`src/core/isasq_defs.svh`:
```
// constants for the interleaved converter sequencer
`ifndef ISASQ_DEFS_SVH
`define ISASQ_DEFS_SVH

`define ISASQ_SECTIONS 16
`define ISASQ_SAR_BITS 9
`define ISASQ_CODE_BITS 8
`define ISASQ_CYC_REF_ZERO 4'h0
`define ISASQ_CYC_AUTO_ZERO 4'h1
`define ISASQ_CYC_AUTO_CAL 4'h2
`define ISASQ_CYC_SAMPLE 4'h3
`define ISASQ_CYC_SAR_FIRST 4'h4
`define ISASQ_CYC_SAR_LAST 4'he
`define ISASQ_CYC_TRANSFER 4'hf
`define ISASQ_CODE_FULL 8'hff
`define ISASQ_CLK_PERIOD_NS 10
`define ISASQ_CAL_CYCLES 10000

`endif

```
`src/core/isasq_pkg.sv`:
```
// types for the interleaved converter sequencer
package isasq_pkg;

  typedef logic [3:0] isasq_phase_type;

  typedef enum logic [2:0] {
    isasq_step_ref_zero,
    isasq_step_auto_zero,
    isasq_step_auto_cal,
    isasq_step_sample,
    isasq_step_convert,
    isasq_step_transfer
  } isasq_step_type;

  typedef enum logic {
    isasq_cal_running,
    isasq_cal_done
  } isasq_cal_type;

endpackage : isasq_pkg

```
`src/core/isasq_sequencer.sv`:
```
// sixteen-section interleaved sar sequencer with output multiplexer
`timescale 1ns/1ns
`include "isasq_defs.svh"

// What this block does
// sixteen identical sar sections run side by side against one shared reference scale.
// the sections take turns taking the input so one sample is taken on every clock.
// each section spends exactly sixteen clocks on one conversion.
// frame clocks are reference zero, auto-zero, auto-calibrate, sample, nine-bit sar, transfer.
// sixteen staggered phase signals are derived from the one clock to drive the sections.
// the nine-bit result of the finishing section goes out through a 16-to-1 mux each clock.
// the output word for a sample appears twelve clocks after that sample was taken.
// the driving logic supplies a clock of 2 to 40 MHz with a period of at least 25 ns; the bench drives a 10 ns (100 MHz) clock.
// results leave as eight-bit codes on the parallel data outputs.
// codes are straight binary, all zeros at the bottom and all ones at full scale.
// neighbouring sections are one clock apart and the schedule repeats every sixteen clocks.
// data outputs are registered on the rising edge and released while output disable is high.
// above full scale the overrange flag is set and all eight code bits are held at one.
// calibration takes at least ten thousand clocks after power-up with a running clock.
// a valid strobe marks each clock in which a fresh output word has been presented.
// rotation starts with section thirteen sampling after reset and advances one section per clock.
module isasq_sequencer
  import isasq_pkg::*;
#(
  parameter int sections = `ISASQ_SECTIONS,
  parameter int cal_cycles = `ISASQ_CAL_CYCLES
) (
  // clock and reset
  input wire logic ref_clk,
  input wire logic nrst,
  // sampled input level from the front end, same clock
  input wire logic [`ISASQ_SAR_BITS-1:0] input_level,
  // output disable pin
  input wire logic output_disable,
  // converted data
  output logic [`ISASQ_CODE_BITS-1:0] conversion_code_bits,
  output logic overrange_flag,
  output logic data_oe_n,
  output logic output_word_valid,
  // timing and status
  output logic [sections-1:0] sample_phase,
  output logic calibrated
);

  isasq_phase_type phase_reg, phase_next;
  logic [`ISASQ_SAR_BITS-1:0] held_reg [sections];
  logic [`ISASQ_SAR_BITS-1:0] held_next [sections];
  logic [`ISASQ_SAR_BITS-1:0] sar_reg [sections];
  logic [`ISASQ_SAR_BITS-1:0] sar_next [sections];
  isasq_step_type step [sections];
  logic [`ISASQ_CODE_BITS-1:0] code_reg, code_next;
  logic ovr_reg, ovr_next;
  logic valid_reg, valid_next;
  logic dis_meta_reg, dis_meta_next;
  logic dis_sync_reg, dis_sync_next;
  logic [13:0] cal_cnt_reg, cal_cnt_next;
  isasq_cal_type cal_reg, cal_next;
  logic cal_flag_reg, cal_flag_next;
  logic [`ISASQ_SAR_BITS-1:0] xfer_chain [sections+1];
  logic [`ISASQ_SAR_BITS-1:0] done_word;

  // last of the nine trials, two correction slots follow it
  localparam isasq_phase_type last_trial = `ISASQ_CYC_SAR_FIRST + 4'(`ISASQ_SAR_BITS - 1);

  // rotation counter
  // wraps every sixteen clocks, so the schedule repeats by itself
  always_comb begin
    phase_next = phase_reg + 4'h1;
  end

  always_ff @(posedge ref_clk or negedge nrst) begin
    if (!nrst) begin
      phase_reg <= 4'h0;
    end else begin
      phase_reg <= phase_next;
    end
  end

  // one section per generate step
  // section s runs s clocks behind section zero
  genvar s;
  generate
    for (s = 0; s < sections; s++) begin : g_sec
      isasq_phase_type cyc;
      logic [3:0] bit_idx;
      logic [`ISASQ_SAR_BITS-1:0] trial;
      assign cyc = phase_reg - 4'(s);
      assign sample_phase[s] = (cyc == `ISASQ_CYC_SAMPLE);
      assign xfer_chain[s+1] = xfer_chain[s] |
        ((step[s] == isasq_step_transfer) ? sar_reg[s] : 9'h000);

      always_comb begin
        // trial bit walks down from the msb, one per frame cycle
        bit_idx = last_trial - cyc;
        trial = sar_reg[s] | (9'h001 << bit_idx);
        held_next[s] = held_reg[s];
        sar_next[s] = sar_reg[s];
        case (cyc)
          `ISASQ_CYC_REF_ZERO: step[s] = isasq_step_ref_zero;
          `ISASQ_CYC_AUTO_ZERO: step[s] = isasq_step_auto_zero;
          `ISASQ_CYC_AUTO_CAL: step[s] = isasq_step_auto_cal;
          `ISASQ_CYC_SAMPLE: step[s] = isasq_step_sample;
          `ISASQ_CYC_TRANSFER: step[s] = isasq_step_transfer;
          default: step[s] = isasq_step_convert;
        endcase
        case (step[s])
          isasq_step_sample: begin
            // level is held for the rest of the frame
            held_next[s] = input_level;
            sar_next[s] = 9'h000;
          end
          isasq_step_convert: begin
            // nine trials at 4..12, two correction slots unused
            if (cyc <= last_trial && trial <= held_reg[s]) begin
              sar_next[s] = trial;
            end
          end
          default: begin
          end
        endcase
      end

      always_ff @(posedge ref_clk or negedge nrst) begin
        if (!nrst) begin
          // unfed sections hand over zero after reset
          held_reg[s] <= 9'h000;
          sar_reg[s] <= 9'h000;
        end else begin
          held_reg[s] <= held_next[s];
          sar_reg[s] <= sar_next[s];
        end
      end
    end
  endgenerate

  // output multiplexer and code formatting
  // one section is in transfer per clock, so an or of gated words is the 16-to-1 mux
  assign xfer_chain[0] = 9'h000;
  assign done_word = xfer_chain[sections];

  always_comb begin
    // a fresh word leaves the mux on every clock
    valid_next = 1'b1;
    if (done_word[`ISASQ_SAR_BITS-1]) begin
      // overrange forces every code bit high
      ovr_next = 1'b1;
      code_next = `ISASQ_CODE_FULL;
    end else begin
      ovr_next = 1'b0;
      code_next = done_word[`ISASQ_CODE_BITS-1:0];
    end
  end

  always_ff @(posedge ref_clk or negedge nrst) begin
    if (!nrst) begin
      code_reg <= 8'h00;
      ovr_reg <= 1'b0;
      valid_reg <= 1'b0;
    end else begin
      code_reg <= code_next;
      ovr_reg <= ovr_next;
      valid_reg <= valid_next;
    end
  end

  // output disable synchroniser
  always_comb begin
    dis_meta_next = output_disable;
    dis_sync_next = dis_meta_reg;
  end

  always_ff @(posedge ref_clk or negedge nrst) begin
    if (!nrst) begin
      // pins stay released until the disable level has been seen twice
      dis_meta_reg <= 1'b1;
      dis_sync_reg <= 1'b1;
    end else begin
      dis_meta_reg <= dis_meta_next;
      dis_sync_reg <= dis_sync_next;
    end
  end

  // power-up calibration window
  always_comb begin
    cal_cnt_next = cal_cnt_reg;
    cal_next = cal_reg;
    // the count is 14 bits wide, so cal_cycles must stay at or below 16384
    case (cal_reg)
      isasq_cal_running: begin
        if (cal_cnt_reg >= 14'(cal_cycles - 1)) begin
          cal_next = isasq_cal_done;
        end else begin
          cal_cnt_next = cal_cnt_reg + 14'h0001;
        end
      end
      isasq_cal_done: begin
      end
      default: cal_next = isasq_cal_running;
    endcase
    cal_flag_next = (cal_next == isasq_cal_done);
  end

  always_ff @(posedge ref_clk or negedge nrst) begin
    if (!nrst) begin
      cal_cnt_reg <= 14'h0000;
      cal_reg <= isasq_cal_running;
      cal_flag_reg <= 1'b0;
    end else begin
      cal_cnt_reg <= cal_cnt_next;
      cal_reg <= cal_next;
      cal_flag_reg <= cal_flag_next;
    end
  end

  // pin-facing outputs
  assign conversion_code_bits = code_reg;
  assign overrange_flag = ovr_reg;
  assign output_word_valid = valid_reg;
  assign data_oe_n = dis_sync_reg;
  assign calibrated = cal_flag_reg;

endmodule : isasq_sequencer

```
`config.mk`:
```
export PLATFORM = sky130hd
export DESIGN_NAME = isasq_sequencer
export DESIGN_NICKNAME = d
export VERILOG_FILES = /design/src/core/isasq_pkg.sv /design/src/core/isasq_sequencer.sv
export VERILOG_INCLUDE_DIRS = /design/src /design/src/core
export SDC_FILE = /design/constraint.sdc
export NUM_CORES = 1
export LEC_CHECK = 0
export BUFFER_PORTS_ARGS = -buffer_cell sky130_fd_sc_hd__buf_2
export CORE_ASPECT_RATIO = 1.25
export CORE_MARGIN = 2
export CORE_UTILIZATION = 52
export DETAILED_ROUTE_END_ITERATION = 7
export PLACE_DENSITY = 0.68
export SLEW_MARGIN = 30
export SYNTH_ARGS = -nofsm -noshare
export SYNTH_HDL_FRONTEND = slang
export SYNTH_SLANG_ARGS = --single-unit
export TNS_END_PERCENT = 100
```
`constraint.sdc`:
```
create_clock -name ref_clk -period 5.2 [get_ports ref_clk]
set_input_delay 1.04 -clock ref_clk [delete_from_list [all_inputs] [get_ports ref_clk]]
set_output_delay 1.04 -clock ref_clk [all_outputs]
set_load 0.03 [all_outputs]
```
* Yosys cells after proc, flatten, opt, wreduce, memory -nomap -nowiden *
Index checks and enable logic that the tools add are counted.

storage, ports and cells
  bits in registers = 319
  bits of input ports = 12
  output and inout bits = 28
  word-level logic and storage cells = 416

cells by class
  $add $sub $neg = 33
  order comparisons = 33
  equality and inequality tests = 128
  shift operators = 16
  mux-type cells = 68
  bitwise operators = 33
  reductions and logical operators = 65

operators by type and width
  kind                                                  number
  two-way mux 9 bit                                     32
  one-hot mux 9 bit (2 select lines)                    16
  bitwise OR 9 bit                                      31
  one-hot mux 3 bit (5 select lines)                    16
  <= comparator 9 bit                                   16
  << shifter 1 x 4 -> 9 bit (first input constant)      16
  equality test 4 x 2 -> 1 bit (second input constant)  32
  equality test 3 bit (second input constant)           32
  equality test 4 x 1 -> 1 bit (second input constant)  16
  equality test 4 bit (second input constant)           16
  <= comparator 4 bit (second input constant)           16
  logical NOT 4 bit                                     16
  subtractor 4 bit (first input constant)               16
  equality test 3 x 2 -> 1 bit (second input constant)  16
  AND reduction 2 bit                                   17
  != test 2 bit (second input constant)                 16
  nonzero test 2 bit                                    16
  subtractor 4 bit (second input constant)              8
  logical AND 1 bit                                     16
  subtractor 4 x 3 -> 4 bit (second input constant)     4
  adder 14 x 1 -> 14 bit (second input constant)        1
  >= comparator 14 bit (second input constant)          1
  two-way mux 8 bit                                     1
  subtractor 4 x 2 -> 4 bit (second input constant)     2
  other kinds (4)                                       7

* Longest topological paths before layout *
  word-level depth = 21
  mapped depth = 19
  depth with buffers taken out = 17

* Least setup slack after synthesis *
OpenSTA, ideal clock, no wires.

  path kind = register -> register
  from = reg phase_reg[2]
  to = reg sar_reg[97] (netlist name)
  setup time = 0.068 ns
  arrival time = 4.441 ns
  required time = 5.132 ns
  setup slack = 0.692 ns
  cell stages (with the launch flop) = 18
  path buffers = 6
  period minus slack after synthesis = 4.508 ns
  path through = dfrtp_1 > inv_1 > clkbuf_1 > ha_1 > clkbuf_1 > clkbuf_1 > buf_2 > clkbuf_1 > nand2_1 > o21bai_1 > ha_1 > a2111oi_0 > a221oi_1 > a211o_1 > a221oi_1 > and2_0 > buf_2 > a32o_1

between the ends
  longest elaborated chain between the ends = 8
  elaborated cells on any way between the ends = 20
  those cells by class = add/sub (2); order compare (2); eq/ne (7); shift (1); mux (3); bitwise (1); reduce/logical (4)

ends and longest elaborated chain
  element                        line                    source
  start, declared                isasq_sequencer.sv:45   isasq_phase_type phase_reg, phase_next;
  start signal, assigned         isasq_sequencer.sv:75   phase_reg <= phase_next;
  subtractor 4 x 3 -> 4 bit (*)  isasq_sequencer.sv:87   assign cyc = phase_reg - 4'(s);
  subtractor 4 bit               isasq_sequencer.sv:94   bit_idx = last_trial - cyc;
  << shifter 1 x 4 -> 9 bit      isasq_sequencer.sv:95   trial = sar_reg[s] | (9'h001 << bit_idx);
  bitwise OR 9 bit               isasq_sequencer.sv:95
  <= comparator 9 bit            isasq_sequencer.sv:114  if (cyc <= last_trial && trial <= held_reg[s]) begin
  logical AND 1 bit              isasq_sequencer.sv:114
  != test 2 bit (no line)        n/a
  AND reduction 2 bit (no line)  n/a
  end signal, assigned by index  isasq_sequencer.sv:130  sar_reg[s] <= sar_next[s];
  end, declared                  isasq_sequencer.sv:48   logic [`ISASQ_SAR_BITS-1:0] sar_reg [sections];

Mark *: on every way between the ends. The rest lies on a longest branch, timed or not. The select of a mux whose other input is x is not followed.
A chain may end at the register's enable or synchronous reset.

* Final worst setup path *
  from = reg phase_reg[1]
  to = reg sar_reg[111] (netlist name)

between the ends
  longest elaborated chain between the ends = 8
  elaborated cells on any way between the ends = 20
  those cells by class = add/sub (2); order compare (2); eq/ne (7); shift (1); mux (3); bitwise (1); reduce/logical (4)

ends and longest elaborated chain
  element                        line
  subtractor 4 x 2 -> 4 bit (*)  isasq_sequencer.sv:87
  subtractor 4 bit               isasq_sequencer.sv:94
  << shifter 1 x 4 -> 9 bit      isasq_sequencer.sv:95
  bitwise OR 9 bit               isasq_sequencer.sv:95
  <= comparator 9 bit            isasq_sequencer.sv:114
  logical AND 1 bit              isasq_sequencer.sv:114
  != test 2 bit (no line)        n/a
  AND reduction 2 bit (no line)  n/a

Marks and branches as above.

==> impl_metrics.tcl <==
set metrics [dict create \
    final_nets 2280 \
    diodes 0 \
    cp.arrival_ns 5.23 \
    synth_area_leaders "dfrtp_1, ha_1, mux2_2" \
    synth_cells 2074 \
    synth.largest_area_cell "dfrtp_1" \
    stdcell_area_sq_mm 0.02149 \
    regArea_sq_mm 0.007985 \
    end_kind "register" \
    irDropWorstVdd_mv 0.2420 \
    layout_common_cells "dfrtp_1, nand2_1, inv_1, ha_1, o21ai_0" \
    r2r_start "phase_reg[1]" \
    tns_ns 0 \
    ctsResizeCount 0 \
    drc 0 \
    reg2reg_depth 17 \
    cts_sinks 319 \
    vias_per_cell 6.142 \
    dieHeight_microns 221.2 \
    cts_tree "done" \
    yosysSeqAreaShare 0.4069 \
    multi_input_area_sq_mm 0.01061 \
    worst_pin_slew_ns 0.9125 \
    r2r_end "sar_reg[111]" \
    reg2reg_slack_ns 0.39 \
    holdBufCountCts 0 \
    syn_to_final_growth_pct 9.494 \
    antenna_found_initial 1 \
    setup.worst_path.class "reg -> reg" \
    die_width_microns 177.8 \
    start_util 0.5266 \
    fmax_mhz 207.7 \
    core_sq_mm 0.03726 \
    cp-start-kind "register" \
    grt_pass1_wl_microns 89930 \
    drt-total-wl_microns 56570 \
    cts_made_buffers 36 \
    crit_fanout 14 \
    htree_levels 2 \
    p_leak_nw 10.32 \
    syn_avg_cell_area_sq_um 9.462 \
    place_congestion 0.9527 \
    post_dp_cell_area_sq_mm 0.02034 \
    top_level_ports 40 \
    clock_skew_ns 0.02440 \
    synthFlopType "dfrtp_1" \
    hold_class "reg -> reg" \
    worstHoldEndpoint "data_oe_n" \
    rsz0062_at_grt "no" \
    die_area_sq_mm 0.03932 \
    hold_depth 0 \
    grt_overflow 0 \
    timing.final.crit_share 0.9258 \
    yosys_warnings 0 \
    fin_util 0.5766 \
    cts_root_buf "clkbuf_16" \
    max_cap_violations 0 \
    min_from "dis_meta_reg" \
    post-route-min-period_ns 4.814 \
    hpwl_microns 40580 \
    relSlewSlack 0.3873 \
    insertion_delay_ns 0.53 \
    setup_viol 0 \
    status "finished clean" \
    first_global_vias 15800 \
    fill_cells 3247 \
    grt_start_max_net_pins 111 \
    drive_above_1_share 0.1297 \
    numPortBuffers 39 \
    cts_setup_buffers 0 \
    grt_usage 0.2935 \
    netlist.area_leader.share 0.4042 \
    rows 79 \
    dr.pass1.iters 5 \
    hold_viol 0 \
    wl_per_cell_microns 21.70 \
    p_per_area_mw_per_mm2 350.1 \
    clk_pin_slew_ns 0.06 \
    synthDistinctLibCells 77 \
    finalMaxSlewViolations 0 \
    drt_iter0_markers 1443 \
    vias 16010 \
    final_common_cell "dfrtp_1" \
    synth-seq-cells 319 \
    synth-async-reset-ratio 1.000 \
    critPathRequiredTime_ns 5.62 \
    drtAntennaViolNets 0 \
    synth_fp_nets 2255 \
    synth-edff-count 0 \
    cts.path.max_buffers 3 \
    syn_area_sq_mm 0.01962 \
]
==> critical path, stage by stage (launching register included) <==
cell,delay [ns]
dfrtp_1,0.53
inv_1,0.22
ha_1,0.50
inv_1,0.10
or3_1,0.38
a21oi_1,0.16
o21ai_0,0.22
and3_1,0.32
a21oi_1,0.28
inv_1,0.07
ha_1,0.29
nand2_1,0.07
a211oi_1,0.17
o221ai_1,0.16
a211oi_1,0.42
o31a_1,0.52
nor3b_1,0.11
a21o_1,0.17
==> Yosys cell counts (all sizes together), types with 6 or more instances <==
master and count:
a2111oi 6, a211o 13, a211oi 16, a21boi 6
a21o 56, a21oi 98, a221o 9, a221oi 23
a22o 30, a31oi 11, a32o 11, and2 9
buf 30, clkbuf 51, dfrtp 317, ha 169
inv 190, mux2 102, mux2i 37, nand2 245
nand2b 14, nand3 41, nand4 26, nor2 116
nor2b 46, nor3 33, nor4 8, o211ai 6
o21a 20, o21ai 133, o21bai 37, o221ai 9
o2bb2ai 20, o31ai 16, or2 16, or3 10
xnor2 35, xor2 8
==> worst max path at each step <==
| stage | slack (ns) | endpoint | cells past startpoint | from |
|---|---|---|---|---|
| 2_1_floorplan | 0.69 | sar_reg[97] | 17 | phase_reg[2] |
| 3_3_place_gp | 0.52 | sar_reg[95] | 14 | phase_reg[1] |
| 3_5_place_dp | 0.36 | sar_reg[96] | 14 | phase_reg[1] |
| 4_1_cts | 0.32 | sar_reg[96] | 14 | phase_reg[1] |
| 5_1_grt | 0.003 | sar_reg[110] | 17 | phase_reg[1] |
| 6_report | 0.39 | sar_reg[111] | 17 | phase_reg[1] |
==> metrics by stage <==
stage / worst slack (ns) / hold slack (ns) / instances / power [mW]
floorplan: 0.6917 / 0.3452 / 2074 / 4.448
global placement: 0.5235 / 0.3460 / 2547 / 4.978
detailed placement: 0.3567 / 0.3473 / 2547 / 5.059
CTS: 0.3234 / 0.3557 / 2607 / 7.565
global route: 0.002904 / 0.3589 / 2607 / 7.947
finish: 0.3860 / 0.3535 / 2607 / 7.522
==> metal layers <==
metal  up-vias  global-route usage  share of wire
li1       7403                   -              -
met5         -                   0        0.00032
met1      7870              0.3915           0.42
met3       165             0.03832          0.055
met2       573              0.4752           0.48
met4         2              0.1325          0.049
==> area by class of cell <==
type                       instances  share of cell area
clock buffer                      53             0.04961
clock inverter                     7            0.002795
inverter                         192             0.03354
multi-input combinational       1482              0.4939
sequential                       319              0.3716
tap                              486             0.02830
timing repair buffer              68             0.02026
==> power by group <==
part           internal (mW)  leakage [nW]  switching [mW]
registers               2.83          3.81           0.330
logic                  0.830          5.95            1.05
clock network           1.46         0.561            1.02
total                   5.12          10.3            2.40
==> cells by family after synthesis <==
| logic type | synth area share |
|---|---|
| buf+inv | 0.05413 |
| simple gates | 0.1356 |
| other cells | 0.0001911 |
| xor+xnor | 0.02378 |
| flops | 0.4069 |
| fa+ha+maj | 0.1078 |
| compound gates | 0.1942 |
| mux | 0.07740 |
(Power assumes the default switching activity.)
